$ cat config.mk
export PLATFORM = sky130hd
export DESIGN_NAME = fomc_top
export DESIGN_NICKNAME = d
export VERILOG_FILES = /design/src/fomc_pkg.sv /design/src/fomc_fault_eval.sv /design/src/fomc_top.sv
export SDC_FILE = /design/constraint.sdc
export NUM_CORES = 1
export LEC_CHECK = 0
export BUFFER_PORTS_ARGS = -buffer_cell sky130_fd_sc_hd__buf_2
export CAP_MARGIN = 20
export CORE_MARGIN = 1
export CORE_UTILIZATION = 46
export DETAILED_ROUTE_END_ITERATION = 7
export PLACE_DENSITY = 0.76
export REMOVE_ABC_BUFFERS = 1
export SLEW_MARGIN = 20
export SYNTH_ARGS = -nofsm -noshare
export SYNTH_HDL_FRONTEND = slang
export SYNTH_SLANG_ARGS = --single-unit
$ cat constraint.sdc
create_clock -name clock -period 2.1 [get_ports clock]
set_clock_uncertainty 0.1 [all_clocks]
set_input_delay 0.42 -clock clock [delete_from_list [all_inputs] [get_ports clock]]
set_output_delay 0.42 -clock clock [all_outputs]
set_load 0.1 [all_outputs]
$ cat src/fomc_pkg.sv
// Package for the fault output and margin control block
`default_nettype none
package fomc_pkg;
   // Register offsets
   localparam logic [7:0] OFS_FA_SEL_LO  = 8'h15;
   localparam logic [7:0] OFS_FA_CFG     = 8'h16;
   localparam logic [7:0] OFS_FB_SEL_LO  = 8'h17;
   localparam logic [7:0] OFS_FB_CFG     = 8'h18;
   localparam logic [7:0] OFS_GPIO_CFG_A = 8'h1c;
   localparam logic [7:0] OFS_GPIO_CFG_B = 8'h1d;
   localparam logic [7:0] OFS_GPIO_CFG_C = 8'h1e;
   localparam logic [7:0] OFS_MARGIN_CTL = 8'h4d;
   localparam logic [7:0] OFS_BANK_NORM  = 8'h00;
   localparam logic [7:0] OFS_BANK_UP    = 8'h66;
   localparam logic [7:0] OFS_BANK_DN    = 8'h72;
   // Field positions in the type and polarity registers and the margin control register
   localparam int POS_OV  = 4;
   localparam int POS_UV  = 5;
   localparam int POS_EW  = 6;
   localparam int POS_POL = 7;
   localparam int POS_MARGIN_CTL = 1;
   // Reset values
   localparam logic [7:0] RST_REG8 = 8'h00;
   // Pin configuration codes
   localparam logic [2:0] PCFG_PP_FAULT  = 3'h3;
   localparam logic [2:0] PCFG_OD_FAULT  = 3'h4;
   localparam logic [2:0] PCFG_MARGIN    = 3'h0;
   localparam logic [2:0] PCFG_SPECIAL   = 3'h7;
   // Channel count
   localparam int NCH = 12;
   // Dac bank selection
   typedef enum logic [1:0] {BANK_NORMAL, BANK_RAISE, BANK_LOWER} fomc_bank_t;
   // Per-channel comparator results
   typedef struct packed {
      logic [NCH-1:0] ov;
      logic [NCH-1:0] uv;
      logic [NCH-1:0] ew;
   } fomc_cmp_t;
   // Register write strobe with data
   typedef struct packed {
      logic       we;
      logic [7:0] addr;
      logic [7:0] data;
   } fomc_wr_t;
endpackage
`default_nettype wire

$ cat src/fomc_fault_eval.sv
// One configurable fault output evaluator with hold
`default_nettype none
module fomc_fault_eval (
   input  wire logic                        clock,
   input  wire logic                        rstn,
   input  wire fomc_pkg::fomc_cmp_t         cmp,
   input  wire logic [fomc_pkg::NCH-1:0]    sel,
   input  wire logic [7:0]                  cfg,
   input  wire logic                        hold,
   output logic                             level_ff,
   output logic                             fault_ff
);
   logic [fomc_pkg::NCH-1:0] hit;
   logic                     nxt_fault;

   // Per channel: any enabled threshold type violated
   genvar g;
   generate
      for (g = 0; g < fomc_pkg::NCH; g++) begin : g_ch
         assign hit[g] = sel[g] & ((cmp.ov[g] & cfg[fomc_pkg::POS_OV]) |
                                   (cmp.uv[g] & cfg[fomc_pkg::POS_UV]) |
                                   (cmp.ew[g] & cfg[fomc_pkg::POS_EW]));
      end
   endgenerate

   assign nxt_fault = |hit;

   // Held state freezes the raw flag too, so release is clean
   always_ff @(posedge clock or negedge rstn) begin
      if (!rstn) begin
         fault_ff <= 1'b0;
      end else if (!hold) begin
         fault_ff <= nxt_fault;
      end
   end

   // polarity, idle level; latched during hold
   always_ff @(posedge clock or negedge rstn) begin
      if (!rstn) begin
         level_ff <= 1'b1;
      end else if (!hold) begin
         level_ff <= nxt_fault ~^ cfg[fomc_pkg::POS_POL];
      end
   end

   a_hold_freeze: assert property (@(posedge clock) disable iff (!rstn)
      hold |=> $stable(level_ff)) else $error("fault level moved during hold");
   a_idle_level: assert property (@(posedge clock) disable iff (!rstn)
      (!hold && !nxt_fault) |=> (level_ff == !$past(cfg[fomc_pkg::POS_POL])))
      else $error("idle fault level wrong");
   a_or_channels: assert property (@(posedge clock) disable iff (!rstn)
      (!hold && (|hit)) |=> fault_ff) else $error("selected fault not seen");
endmodule
`default_nettype wire

$ cat src/fomc_top.sv
// Fault output and margin control top level
`default_nettype none
module fomc_top (
   input  wire logic                     clock,
   input  wire logic                     rstn,
   input  wire fomc_pkg::fomc_wr_t       wr,
   input  wire logic                     variant_12ch,
   input  wire fomc_pkg::fomc_cmp_t      cmp,
   input  wire logic                     seq_fault_evt,
   input  wire logic                     reset_req,
   input  wire logic                     global_fault_in,
   input  wire logic                     log_req,
   input  wire logic [11:0]              dac_en_sw,
   input  wire logic                     pin2_in,
   input  wire logic                     pin3_in,
   input  wire logic                     pin6_in,
   output logic                          pin5_out,
   output logic                          pin5_oe,
   output logic                          pin6_out,
   output logic                          pin6_oe,
   output logic [7:0]                    dac_bank_base,
   output logic [11:0]                   dac_switch_closed,
   output logic                          margin_active,
   output logic                          reset_out_n,
   output logic                          global_fault,
   output logic                          log_write,
   output logic                          supply_kill,
   output logic                          save_fault_data,
   output logic [7:0]                    rd_fa_sel_lo,
   output logic [7:0]                    rd_fa_cfg,
   output logic [7:0]                    rd_fb_sel_lo,
   output logic [7:0]                    rd_fb_cfg
);
   // ------------------------------------------------------------
   // Configuration registers
   // ------------------------------------------------------------
   logic [7:0] fa_sel_lo_ff, fa_cfg_ff, fb_sel_lo_ff, fb_cfg_ff;
   logic [7:0] gcfg_a_ff, gcfg_b_ff, gcfg_c_ff, mctl_ff;
   logic [2:0] cfg_pin2, cfg_pin3, cfg_pin5, cfg_pin6;

   // Write port, one register per address
   always_ff @(posedge clock or negedge rstn) begin
      if (!rstn) begin
         fa_sel_lo_ff <= fomc_pkg::RST_REG8;
         fa_cfg_ff    <= fomc_pkg::RST_REG8;
         fb_sel_lo_ff <= fomc_pkg::RST_REG8;
         fb_cfg_ff    <= fomc_pkg::RST_REG8;
         gcfg_a_ff    <= fomc_pkg::RST_REG8;
         gcfg_b_ff    <= fomc_pkg::RST_REG8;
         gcfg_c_ff    <= fomc_pkg::RST_REG8;
         mctl_ff      <= fomc_pkg::RST_REG8;
      end else if (wr.we) begin
         unique case (wr.addr)
            fomc_pkg::OFS_FA_SEL_LO:  fa_sel_lo_ff <= wr.data;
            fomc_pkg::OFS_FA_CFG:     fa_cfg_ff    <= wr.data;
            fomc_pkg::OFS_FB_SEL_LO:  fb_sel_lo_ff <= wr.data;
            fomc_pkg::OFS_FB_CFG:     fb_cfg_ff    <= wr.data;
            fomc_pkg::OFS_GPIO_CFG_A: gcfg_a_ff    <= wr.data;
            fomc_pkg::OFS_GPIO_CFG_B: gcfg_b_ff    <= wr.data;
            fomc_pkg::OFS_GPIO_CFG_C: gcfg_c_ff    <= wr.data;
            fomc_pkg::OFS_MARGIN_CTL: mctl_ff      <= wr.data;
            default: ;
         endcase
      end
   end

   // Readback of the fault configuration
   always_ff @(posedge clock or negedge rstn) begin
      if (!rstn) begin
         rd_fa_sel_lo <= fomc_pkg::RST_REG8;
         rd_fa_cfg    <= fomc_pkg::RST_REG8;
         rd_fb_sel_lo <= fomc_pkg::RST_REG8;
         rd_fb_cfg    <= fomc_pkg::RST_REG8;
      end else begin
         rd_fa_sel_lo <= fa_sel_lo_ff;
         rd_fa_cfg    <= fa_cfg_ff;
         rd_fb_sel_lo <= fb_sel_lo_ff;
         rd_fb_cfg    <= fb_cfg_ff;
      end
   end

   // Pin configuration fields spread over three registers
   assign cfg_pin2 = gcfg_a_ff[5:3];
   assign cfg_pin3 = {gcfg_b_ff[0], gcfg_a_ff[7:6]};
   assign cfg_pin5 = gcfg_b_ff[6:4];
   assign cfg_pin6 = {gcfg_c_ff[1:0], gcfg_b_ff[7]};

   // ------------------------------------------------------------
   // Pin input synchronisers
   // ------------------------------------------------------------
   logic [2:0] s2_ff, s3_ff, s6_ff;
   logic       up_ff, dn_ff, hold_pin_n_ff;

   // Three stages; a change counts once stages two and three agree
   always_ff @(posedge clock or negedge rstn) begin
      if (!rstn) begin
         s2_ff <= 3'h0;
         s3_ff <= 3'h0;
         s6_ff <= 3'h7;
      end else begin
         s2_ff <= {s2_ff[1:0], pin2_in};
         s3_ff <= {s3_ff[1:0], pin3_in};
         s6_ff <= {s6_ff[1:0], pin6_in};
      end
   end

   // Filtered levels, idle hold pin reads high
   always_ff @(posedge clock or negedge rstn) begin
      if (!rstn) begin
         up_ff         <= 1'b0;
         dn_ff         <= 1'b0;
         hold_pin_n_ff <= 1'b1;
      end else begin
         if (s2_ff[1] == s2_ff[2]) up_ff <= s2_ff[2];
         if (s3_ff[1] == s3_ff[2]) dn_ff <= s3_ff[2];
         if (s6_ff[1] == s6_ff[2]) hold_pin_n_ff <= s6_ff[2];
      end
   end

   // ------------------------------------------------------------
   // Margin hold and bank selection
   // ------------------------------------------------------------
   logic margin_pins, hold, raise, lower;

   // pins act as margin inputs only when configured
   assign margin_pins = (cfg_pin2 == fomc_pkg::PCFG_SPECIAL) && (cfg_pin3 == fomc_pkg::PCFG_SPECIAL);
   assign raise = margin_pins & up_ff;
   assign lower = margin_pins & dn_ff;
   // hold pin low or control bit
   // a selected margin bank holds too, so supplies may move freely
   assign hold = ((cfg_pin6 == fomc_pkg::PCFG_MARGIN) && !hold_pin_n_ff) | mctl_ff[fomc_pkg::POS_MARGIN_CTL]
               | (raise ^ lower);

   // Hold flag out
   always_ff @(posedge clock or negedge rstn) begin
      if (!rstn) begin
         margin_active <= 1'b0;
      end else begin
         margin_active <= hold;
      end
   end

   always_ff @(posedge clock or negedge rstn) begin
      if (!rstn) begin
         dac_bank_base     <= fomc_pkg::OFS_BANK_NORM;
         dac_switch_closed <= 12'h000;
      end else if (!raise && lower) begin
         dac_bank_base     <= fomc_pkg::OFS_BANK_UP;
         dac_switch_closed <= 12'hfff;
      end else if (raise && !lower) begin
         dac_bank_base     <= fomc_pkg::OFS_BANK_DN;
         dac_switch_closed <= 12'hfff;
      end else begin
         dac_bank_base     <= fomc_pkg::OFS_BANK_NORM;
         dac_switch_closed <= dac_en_sw;
      end
   end

   // ------------------------------------------------------------
   // Fault outputs
   // ------------------------------------------------------------
   logic [fomc_pkg::NCH-1:0] sel_a, sel_b;
   logic                     lvl_a, lvl_b, flt_a, flt_b;

   // upper four channels exist on the wide variant only
   assign sel_a = {fa_cfg_ff[3:0] & {4{variant_12ch}}, fa_sel_lo_ff};
   assign sel_b = {fb_cfg_ff[3:0] & {4{variant_12ch}}, fb_sel_lo_ff};

   fomc_fault_eval u_eval_a (
      .clock    (clock),
      .rstn     (rstn),
      .cmp      (cmp),
      .sel      (sel_a),
      .cfg      (fa_cfg_ff),
      .hold     (hold),
      .level_ff (lvl_a),
      .fault_ff (flt_a)
   );

   fomc_fault_eval u_eval_b (
      .clock    (clock),
      .rstn     (rstn),
      .cmp      (cmp),
      .sel      (sel_b),
      .cfg      (fb_cfg_ff),
      .hold     (hold),
      .level_ff (lvl_b),
      .fault_ff (flt_b)
   );

   // ------------------------------------------------------------
   // Sequencing fault indicator
   // ------------------------------------------------------------
   logic seqf_ff;

   // sticky until reset; cleared only when rstn goes low
   always_ff @(posedge clock or negedge rstn) begin
      if (!rstn) begin
         seqf_ff <= 1'b0;
      end else if (seq_fault_evt) begin
         seqf_ff <= 1'b1;
      end
   end

   // drop enables, one save pulse for the first event after reset
   always_ff @(posedge clock or negedge rstn) begin
      if (!rstn) begin
         supply_kill     <= 1'b0;
         save_fault_data <= 1'b0;
      end else begin
         supply_kill     <= seqf_ff | seq_fault_evt;
         save_fault_data <= seq_fault_evt & !seqf_ff;
      end
   end

   // ------------------------------------------------------------
   // Pin drivers
   // ------------------------------------------------------------
   // pin 5 carries output A, open drain drives low only
   always_ff @(posedge clock or negedge rstn) begin
      if (!rstn) begin
         pin5_out <= 1'b0;
         pin5_oe  <= 1'b0;
      end else if (cfg_pin5 == fomc_pkg::PCFG_PP_FAULT) begin
         pin5_out <= lvl_a;
         pin5_oe  <= 1'b1;
      end else if (cfg_pin5 == fomc_pkg::PCFG_OD_FAULT) begin
         pin5_out <= 1'b0;
         pin5_oe  <= !lvl_a;
      end else begin
         pin5_out <= 1'b0;
         pin5_oe  <= 1'b0;
      end
   end

   // pin 6 carries output B or the open-drain flag
   always_ff @(posedge clock or negedge rstn) begin
      if (!rstn) begin
         pin6_out <= 1'b0;
         pin6_oe  <= 1'b0;
      end else if (cfg_pin6 == fomc_pkg::PCFG_PP_FAULT) begin
         pin6_out <= lvl_b;
         pin6_oe  <= 1'b1;
      end else if (cfg_pin6 == fomc_pkg::PCFG_OD_FAULT) begin
         pin6_out <= 1'b0;
         pin6_oe  <= !lvl_b;
      end else if (cfg_pin6 == fomc_pkg::PCFG_SPECIAL) begin
         pin6_out <= 1'b0;
         pin6_oe  <= seqf_ff;
      end else begin
         pin6_out <= 1'b0;
         pin6_oe  <= 1'b0;
      end
   end

   // ------------------------------------------------------------
   // Reset, global flag and logging gated by hold
   // ------------------------------------------------------------
   // latch reset and global flag while held
   always_ff @(posedge clock or negedge rstn) begin
      if (!rstn) begin
         reset_out_n  <= 1'b0;
         global_fault <= 1'b0;
      end else if (!hold) begin
         reset_out_n  <= !reset_req;
         global_fault <= global_fault_in | flt_a | flt_b;
      end
   end

   always_ff @(posedge clock or negedge rstn) begin
      if (!rstn) begin
         log_write <= 1'b0;
      end else begin
         log_write <= log_req & !hold;
      end
   end

   // ------------------------------------------------------------
   // Checks
   // ------------------------------------------------------------
   a_bank_upper: assert property (@(posedge clock) disable iff (!rstn)
      (margin_pins && !up_ff && dn_ff) |=> (dac_bank_base == fomc_pkg::OFS_BANK_UP) && (&dac_switch_closed))
      else $error("upper bank not chosen");
   a_bank_lower: assert property (@(posedge clock) disable iff (!rstn)
      (margin_pins && up_ff && !dn_ff) |=> (dac_bank_base == fomc_pkg::OFS_BANK_DN) && (&dac_switch_closed))
      else $error("lower bank not chosen");
   a_bank_normal: assert property (@(posedge clock) disable iff (!rstn)
      (up_ff == dn_ff) |=> (dac_bank_base == fomc_pkg::OFS_BANK_NORM) && (dac_switch_closed == $past(dac_en_sw)))
      else $error("normal bank not chosen");
   a_hold_ctl: assert property (@(posedge clock) disable iff (!rstn)
      mctl_ff[fomc_pkg::POS_MARGIN_CTL] |=> margin_active) else $error("control bit did not hold");
   a_bank_hold: assert property (@(posedge clock) disable iff (!rstn)
      (margin_pins && (up_ff != dn_ff)) |=> margin_active) else $error("margin bank did not hold");
   a_hold_reset: assert property (@(posedge clock) disable iff (!rstn)
      (hold && $past(hold)) |-> $stable(reset_out_n) && $stable(global_fault))
      else $error("reset or flag moved during hold");
   a_no_log: assert property (@(posedge clock) disable iff (!rstn)
      hold |=> !log_write) else $error("log written during hold");
   a_seq_kill: assert property (@(posedge clock) disable iff (!rstn)
      seq_fault_evt |=> supply_kill ##1 supply_kill) else $error("enables not dropped");
   a_pin5_pp: assert property (@(posedge clock) disable iff (!rstn)
      (cfg_pin5 == fomc_pkg::PCFG_PP_FAULT) |=> pin5_oe && (pin5_out == $past(lvl_a)))
      else $error("pin 5 not carrying output A");
   a_seq_pin: assert property (@(posedge clock) disable iff (!rstn)
      (seqf_ff && cfg_pin6 == fomc_pkg::PCFG_SPECIAL) |=> pin6_oe) else $error("sequencing flag not driven");

   c_margin_up:  cover property (@(posedge clock) disable iff (!rstn) dac_bank_base == fomc_pkg::OFS_BANK_UP);
   c_margin_dn:  cover property (@(posedge clock) disable iff (!rstn) dac_bank_base == fomc_pkg::OFS_BANK_DN);
   c_hold_fault: cover property (@(posedge clock) disable iff (!rstn) hold && log_req);
   c_seq_fault:  cover property (@(posedge clock) disable iff (!rstn) save_fault_data);
endmodule
`default_nettype wire

==> results.py <==
metrics = {
    "layout": {
        "fillers": 646,
        "layout-drive-gt1-share": 0.497,
        "nNetsFinal": 583,
        "diodes": 0,
        "final_cells": 648,
        "syn_to_final_growth_pct": 39.9,
        "finish.instance_area_um2": 6270,
    },
    "die": {
        "die_h_um": 101,
        "ios": 137,
        "rows": 35,
        "start_util": 0.480,
        "core_area_um2": 9330,
        "die_w_um": 101,
        "dieArea_um2": 10100,
    },
    "timing": {
        "maxSlewViolCount": 0,
        "finalSetupTns_ps": -605,
        "layout_min_cycle_time_ps": 2340,
        "final-hold-violation-count": 0,
        "slew_headroom": 0.660,
        "fmax_mhz": 427,
        "post-route-period-util": 1.12,
        "holdWs_ps": 10.6,
        "finalSetupViolCount": 4,
        "rsz0062_at_grt": "yes",
        "tightestPinTransition_ps": 513,
        "setup_ws_ps": -242,
    },
    "critical_path": {
        "startpoint_type": "register",
        "cp_slowest_cell": "or4_4",
        "critPathBufInv": 1,
        "cp.arrival_ps": 2670,
        "critPathCaptureType": "register",
        "crit_path_max_fanout": 6,
        "timing.rr.start": "fb_cfg_ff[4]$_DFFE_PN0P_",
        "crit_cells": 6,
        "r2r_cells": 6,
        "critPathTopFamily": "simple AND/OR/NAND/NOR gates",
        "startpoint": "fb_cfg_ff[4]$_DFFE_PN0P_",
        "rrSetupSlack_ps": -240,
        "critPathKind": "reg -> reg",
        "endpoint": "u_eval_b.level_ff$_DFFE_PN1N_",
        "crit_path_cell_trace": "buf_4 > a222oi_1 > o22ai_1 > or4_4 > or3_1 > a31oi_1",
        "cpPeakStageDelay_ps": 550,
        "critical_path_required_ps": 2430,
        "r2r-end": "u_eval_b.level_ff$_DFFE_PN1N_",
    },
    "global_route": {
        "antenna_found_initial": 0,
        "first_global_vias": 3472,
        "grt_pass1_wl_um": 18000,
        "grt_max_degree": 48,
        "track_usage": 0.243,
        "overflow": 0,
    },
    "pwr": {
        "switching_share": 0.276,
        "p_sw_uw": 1760,
        "p_leak_uw": 0.00318,
        "internal_power_uw": 4620,
        "power_frac_comb": 0.135,
        "cellPowerDensity_nw_per_um2": 1020,
        "p_seq_frac": 0.392,
        "clkPwrFrac": 0.473,
        "ir_drop_mv": 0.439,
    },
    "clock_tree": {
        "cts-buffers-inserted": 17,
        "clock_latency_ps": 510,
        "cts_buffer_depth": 2,
        "cts_tree": "yes",
        "cts.clk_slew.worst_paths_ps": 60,
        "cts_root_buf": "clkbuf_8",
        "cts.sinks": 119,
        "ctsHtreeMaxLevel": 4,
    },
    "synthesis": {
        "syn_area_per_cell_um2": 13.9,
        "ys_warn_count": 0,
        "muxShareOfSynthArea": 0.113,
        "syn_area_um2": 4480,
        "yosys_register_bits": 119,
        "synth_compound_area_frac": 0.0858,
        "synth_top_family_by_area": "multiplexers",
        "synth_ff_type": "dfrtp_1",
        "synthArstFlopShare": 1.00,
        "synthAdderAreaFrac": 0.0123,
        "synth-xor-area-share": 0,
        "ys_seq_area_frac": 0.666,
        "netlist-cell-type-count": 34,
        "synthSimpleGateAreaFrac": 0.0782,
        "synth_edf_count": 0,
        "syn-instance-count": 322,
    },
    "placed_design": {
        "io_buffers": 133,
        "place_ws_ps": -145,
        "place_inst": 592,
        "gp_congestion": 0.914,
        "dp_hpwl_um": 7550,
        "place_area_um2": 5390,
    },
    "detailed_routing": {
        "ant_nets": 0,
        "initialDrtViolationCount": 430,
        "drt_pass1_iterations": 8,
        "drc_errors": 0,
        "wl_um": 12100,
        "num_vias": 3608,
        "viasPerCell": 5.57,
        "post_drt_wl_per_cell_um": 18.6,
    },
    "flow_run": {
        "drv_cap": 0,
    },
    "run_status": {
        "failed_checks": "setup timing",
        "status": "finished, violations left",
    },
    "worst_hold_path": {
        "worstHoldPathType": "in -> reg",
    },
}
per-layer routing:
metal  vias up  track usage  share of wire
li1       1550            -              -
met1      1758        0.308           0.38
met2       232        0.395           0.50
met3        68       0.0645          0.076
met4         0        0.104          0.047
met5         -            0              0
cells in the final DEF (no fill, tap or decap), drive strengths merged, types with 4 or more instances in the layout:
cell type    instances
nor3                 5
dfstp                6
mux2                45
nor2                12
a222oi              24
bufinv               4
dfrtp              113
buf                162
o21ai                4
or3                 14
clkbuf              19
clkinv               5
o22ai               12
dlygate4sd3         15
nand2               11
inv                 31
cell families (layout without fill, tap and decap cells):
logic type,after synthesis,count (layout)
and+or+nand+nor,62,62
DFF,119,119
muxes,45,45
AOI/OAI and AO/OA,47,47
buffers and inverters,43,238
other,1,3
adders and majority gates,5,5
per-stage QoR:
| stage | power, uW | utilization |
|---|---|---|
| 6_report | 6380 | 0.672 |
| 5_1_grt | 6570 | 0.672 |
| 4_1_cts | 6390 | 0.665 |
| 3_5_place_dp | 3340 | 0.578 |
| 3_3_place_gp | 3320 | 0.578 |
| 2_1_floorplan | 3060 | - |
worst min path at each step:
| stage | start | end | slack [ps] | cells after the start |
|---|---|---|---|---|
| floorplan | rstn | dac_bank_base[2]$_DFF_PN0_ | 20 | 0 |
| global placement | s3_ff[0]$_DFF_PN0_ | s3_ff[1]$_DFF_PN0_ | 230 | 0 |
| detailed placement | s3_ff[0]$_DFF_PN0_ | s3_ff[1]$_DFF_PN0_ | 230 | 0 |
| CTS | dac_en_sw[10] | dac_switch_closed[10]$_DFF_PN0_ | 0.8 | 2 |
| global route | dac_en_sw[10] | dac_switch_closed[10]$_DFF_PN0_ | 10 | 2 |
| finish | dac_en_sw[10] | dac_switch_closed[10]$_DFF_PN0_ | 10 | 2 |
Yosys cell counts, types with 3 or more instances:
| cell type | count | area [um^2] |
|---|---|---|
| dfrtp_1 | 113 | 2830 |
| o22ai_1 | 12 | 75.1 |
| or3_1 | 14 | 87.6 |
| nor2_1 | 12 | 45.0 |
| maj3_1 | 3 | 30.0 |
| dfstp_2 | 6 | 158 |
| nor3b_1 | 3 | 22.5 |
| o21ai_0 | 4 | 20.0 |
| nor3_1 | 5 | 25.0 |
| a222oi_1 | 24 | 240 |
| clkbuf_1 | 5 | 18.8 |
| inv_1 | 29 | 109 |
| nand2_1 | 11 | 41.3 |
| buf_4 | 6 | 45.0 |
| mux2_2 | 45 | 507 |
power by group through the flow:
stage / clock (uW) / sequential (uW) / combinational (uW)
after floorplan: 0 / 2900 / 157
after global placement: 0 / 2530 / 790
after detailed placement: 0 / 2540 / 802
after CTS: 3050 / 2500 / 836
after global routing: 3160 / 2510 / 901
final: 3020 / 2500 / 860
sequential cells by signal, indices dropped and copies added, names as in the netlist, 8 cells and up:
| name | count |
|---|---|
| dac_switch_closed | 12 |
| fa_cfg_ff | 8 |
| fa_sel_lo_ff | 8 |
| fb_cfg_ff | 8 |
| fb_sel_lo_ff | 8 |
| rd_fa_cfg | 8 |
| rd_fa_sel_lo | 8 |
| rd_fb_cfg | 8 |
| rd_fb_sel_lo | 8 |
cell type report:
cell class                 count  area, um^2  share of cell area
inverter                      29         109              0.0174
timing repair buffer         177        1050               0.168
sequential                   119        2990               0.478
multi-input combinational    162        1320               0.211
clock inverter                13         196              0.0313
clock buffer                  19         432              0.0689
tap                          129         161              0.0258
timing repair:
| item | 4_1_cts | 5_1_grt |
|---|---|---|
| endpoints found under the setup margin | 4 | 4 |
| pin swaps | 4 | 11 |
| buffers inserted | 3 | 6 |
| gates resized for setup | 5 | 5 |
| hold endpoints to repair | 42 | 0 |
| hold buffers | 15 | 0 |
No activity file was read; power rests on OpenSTA's default activity.
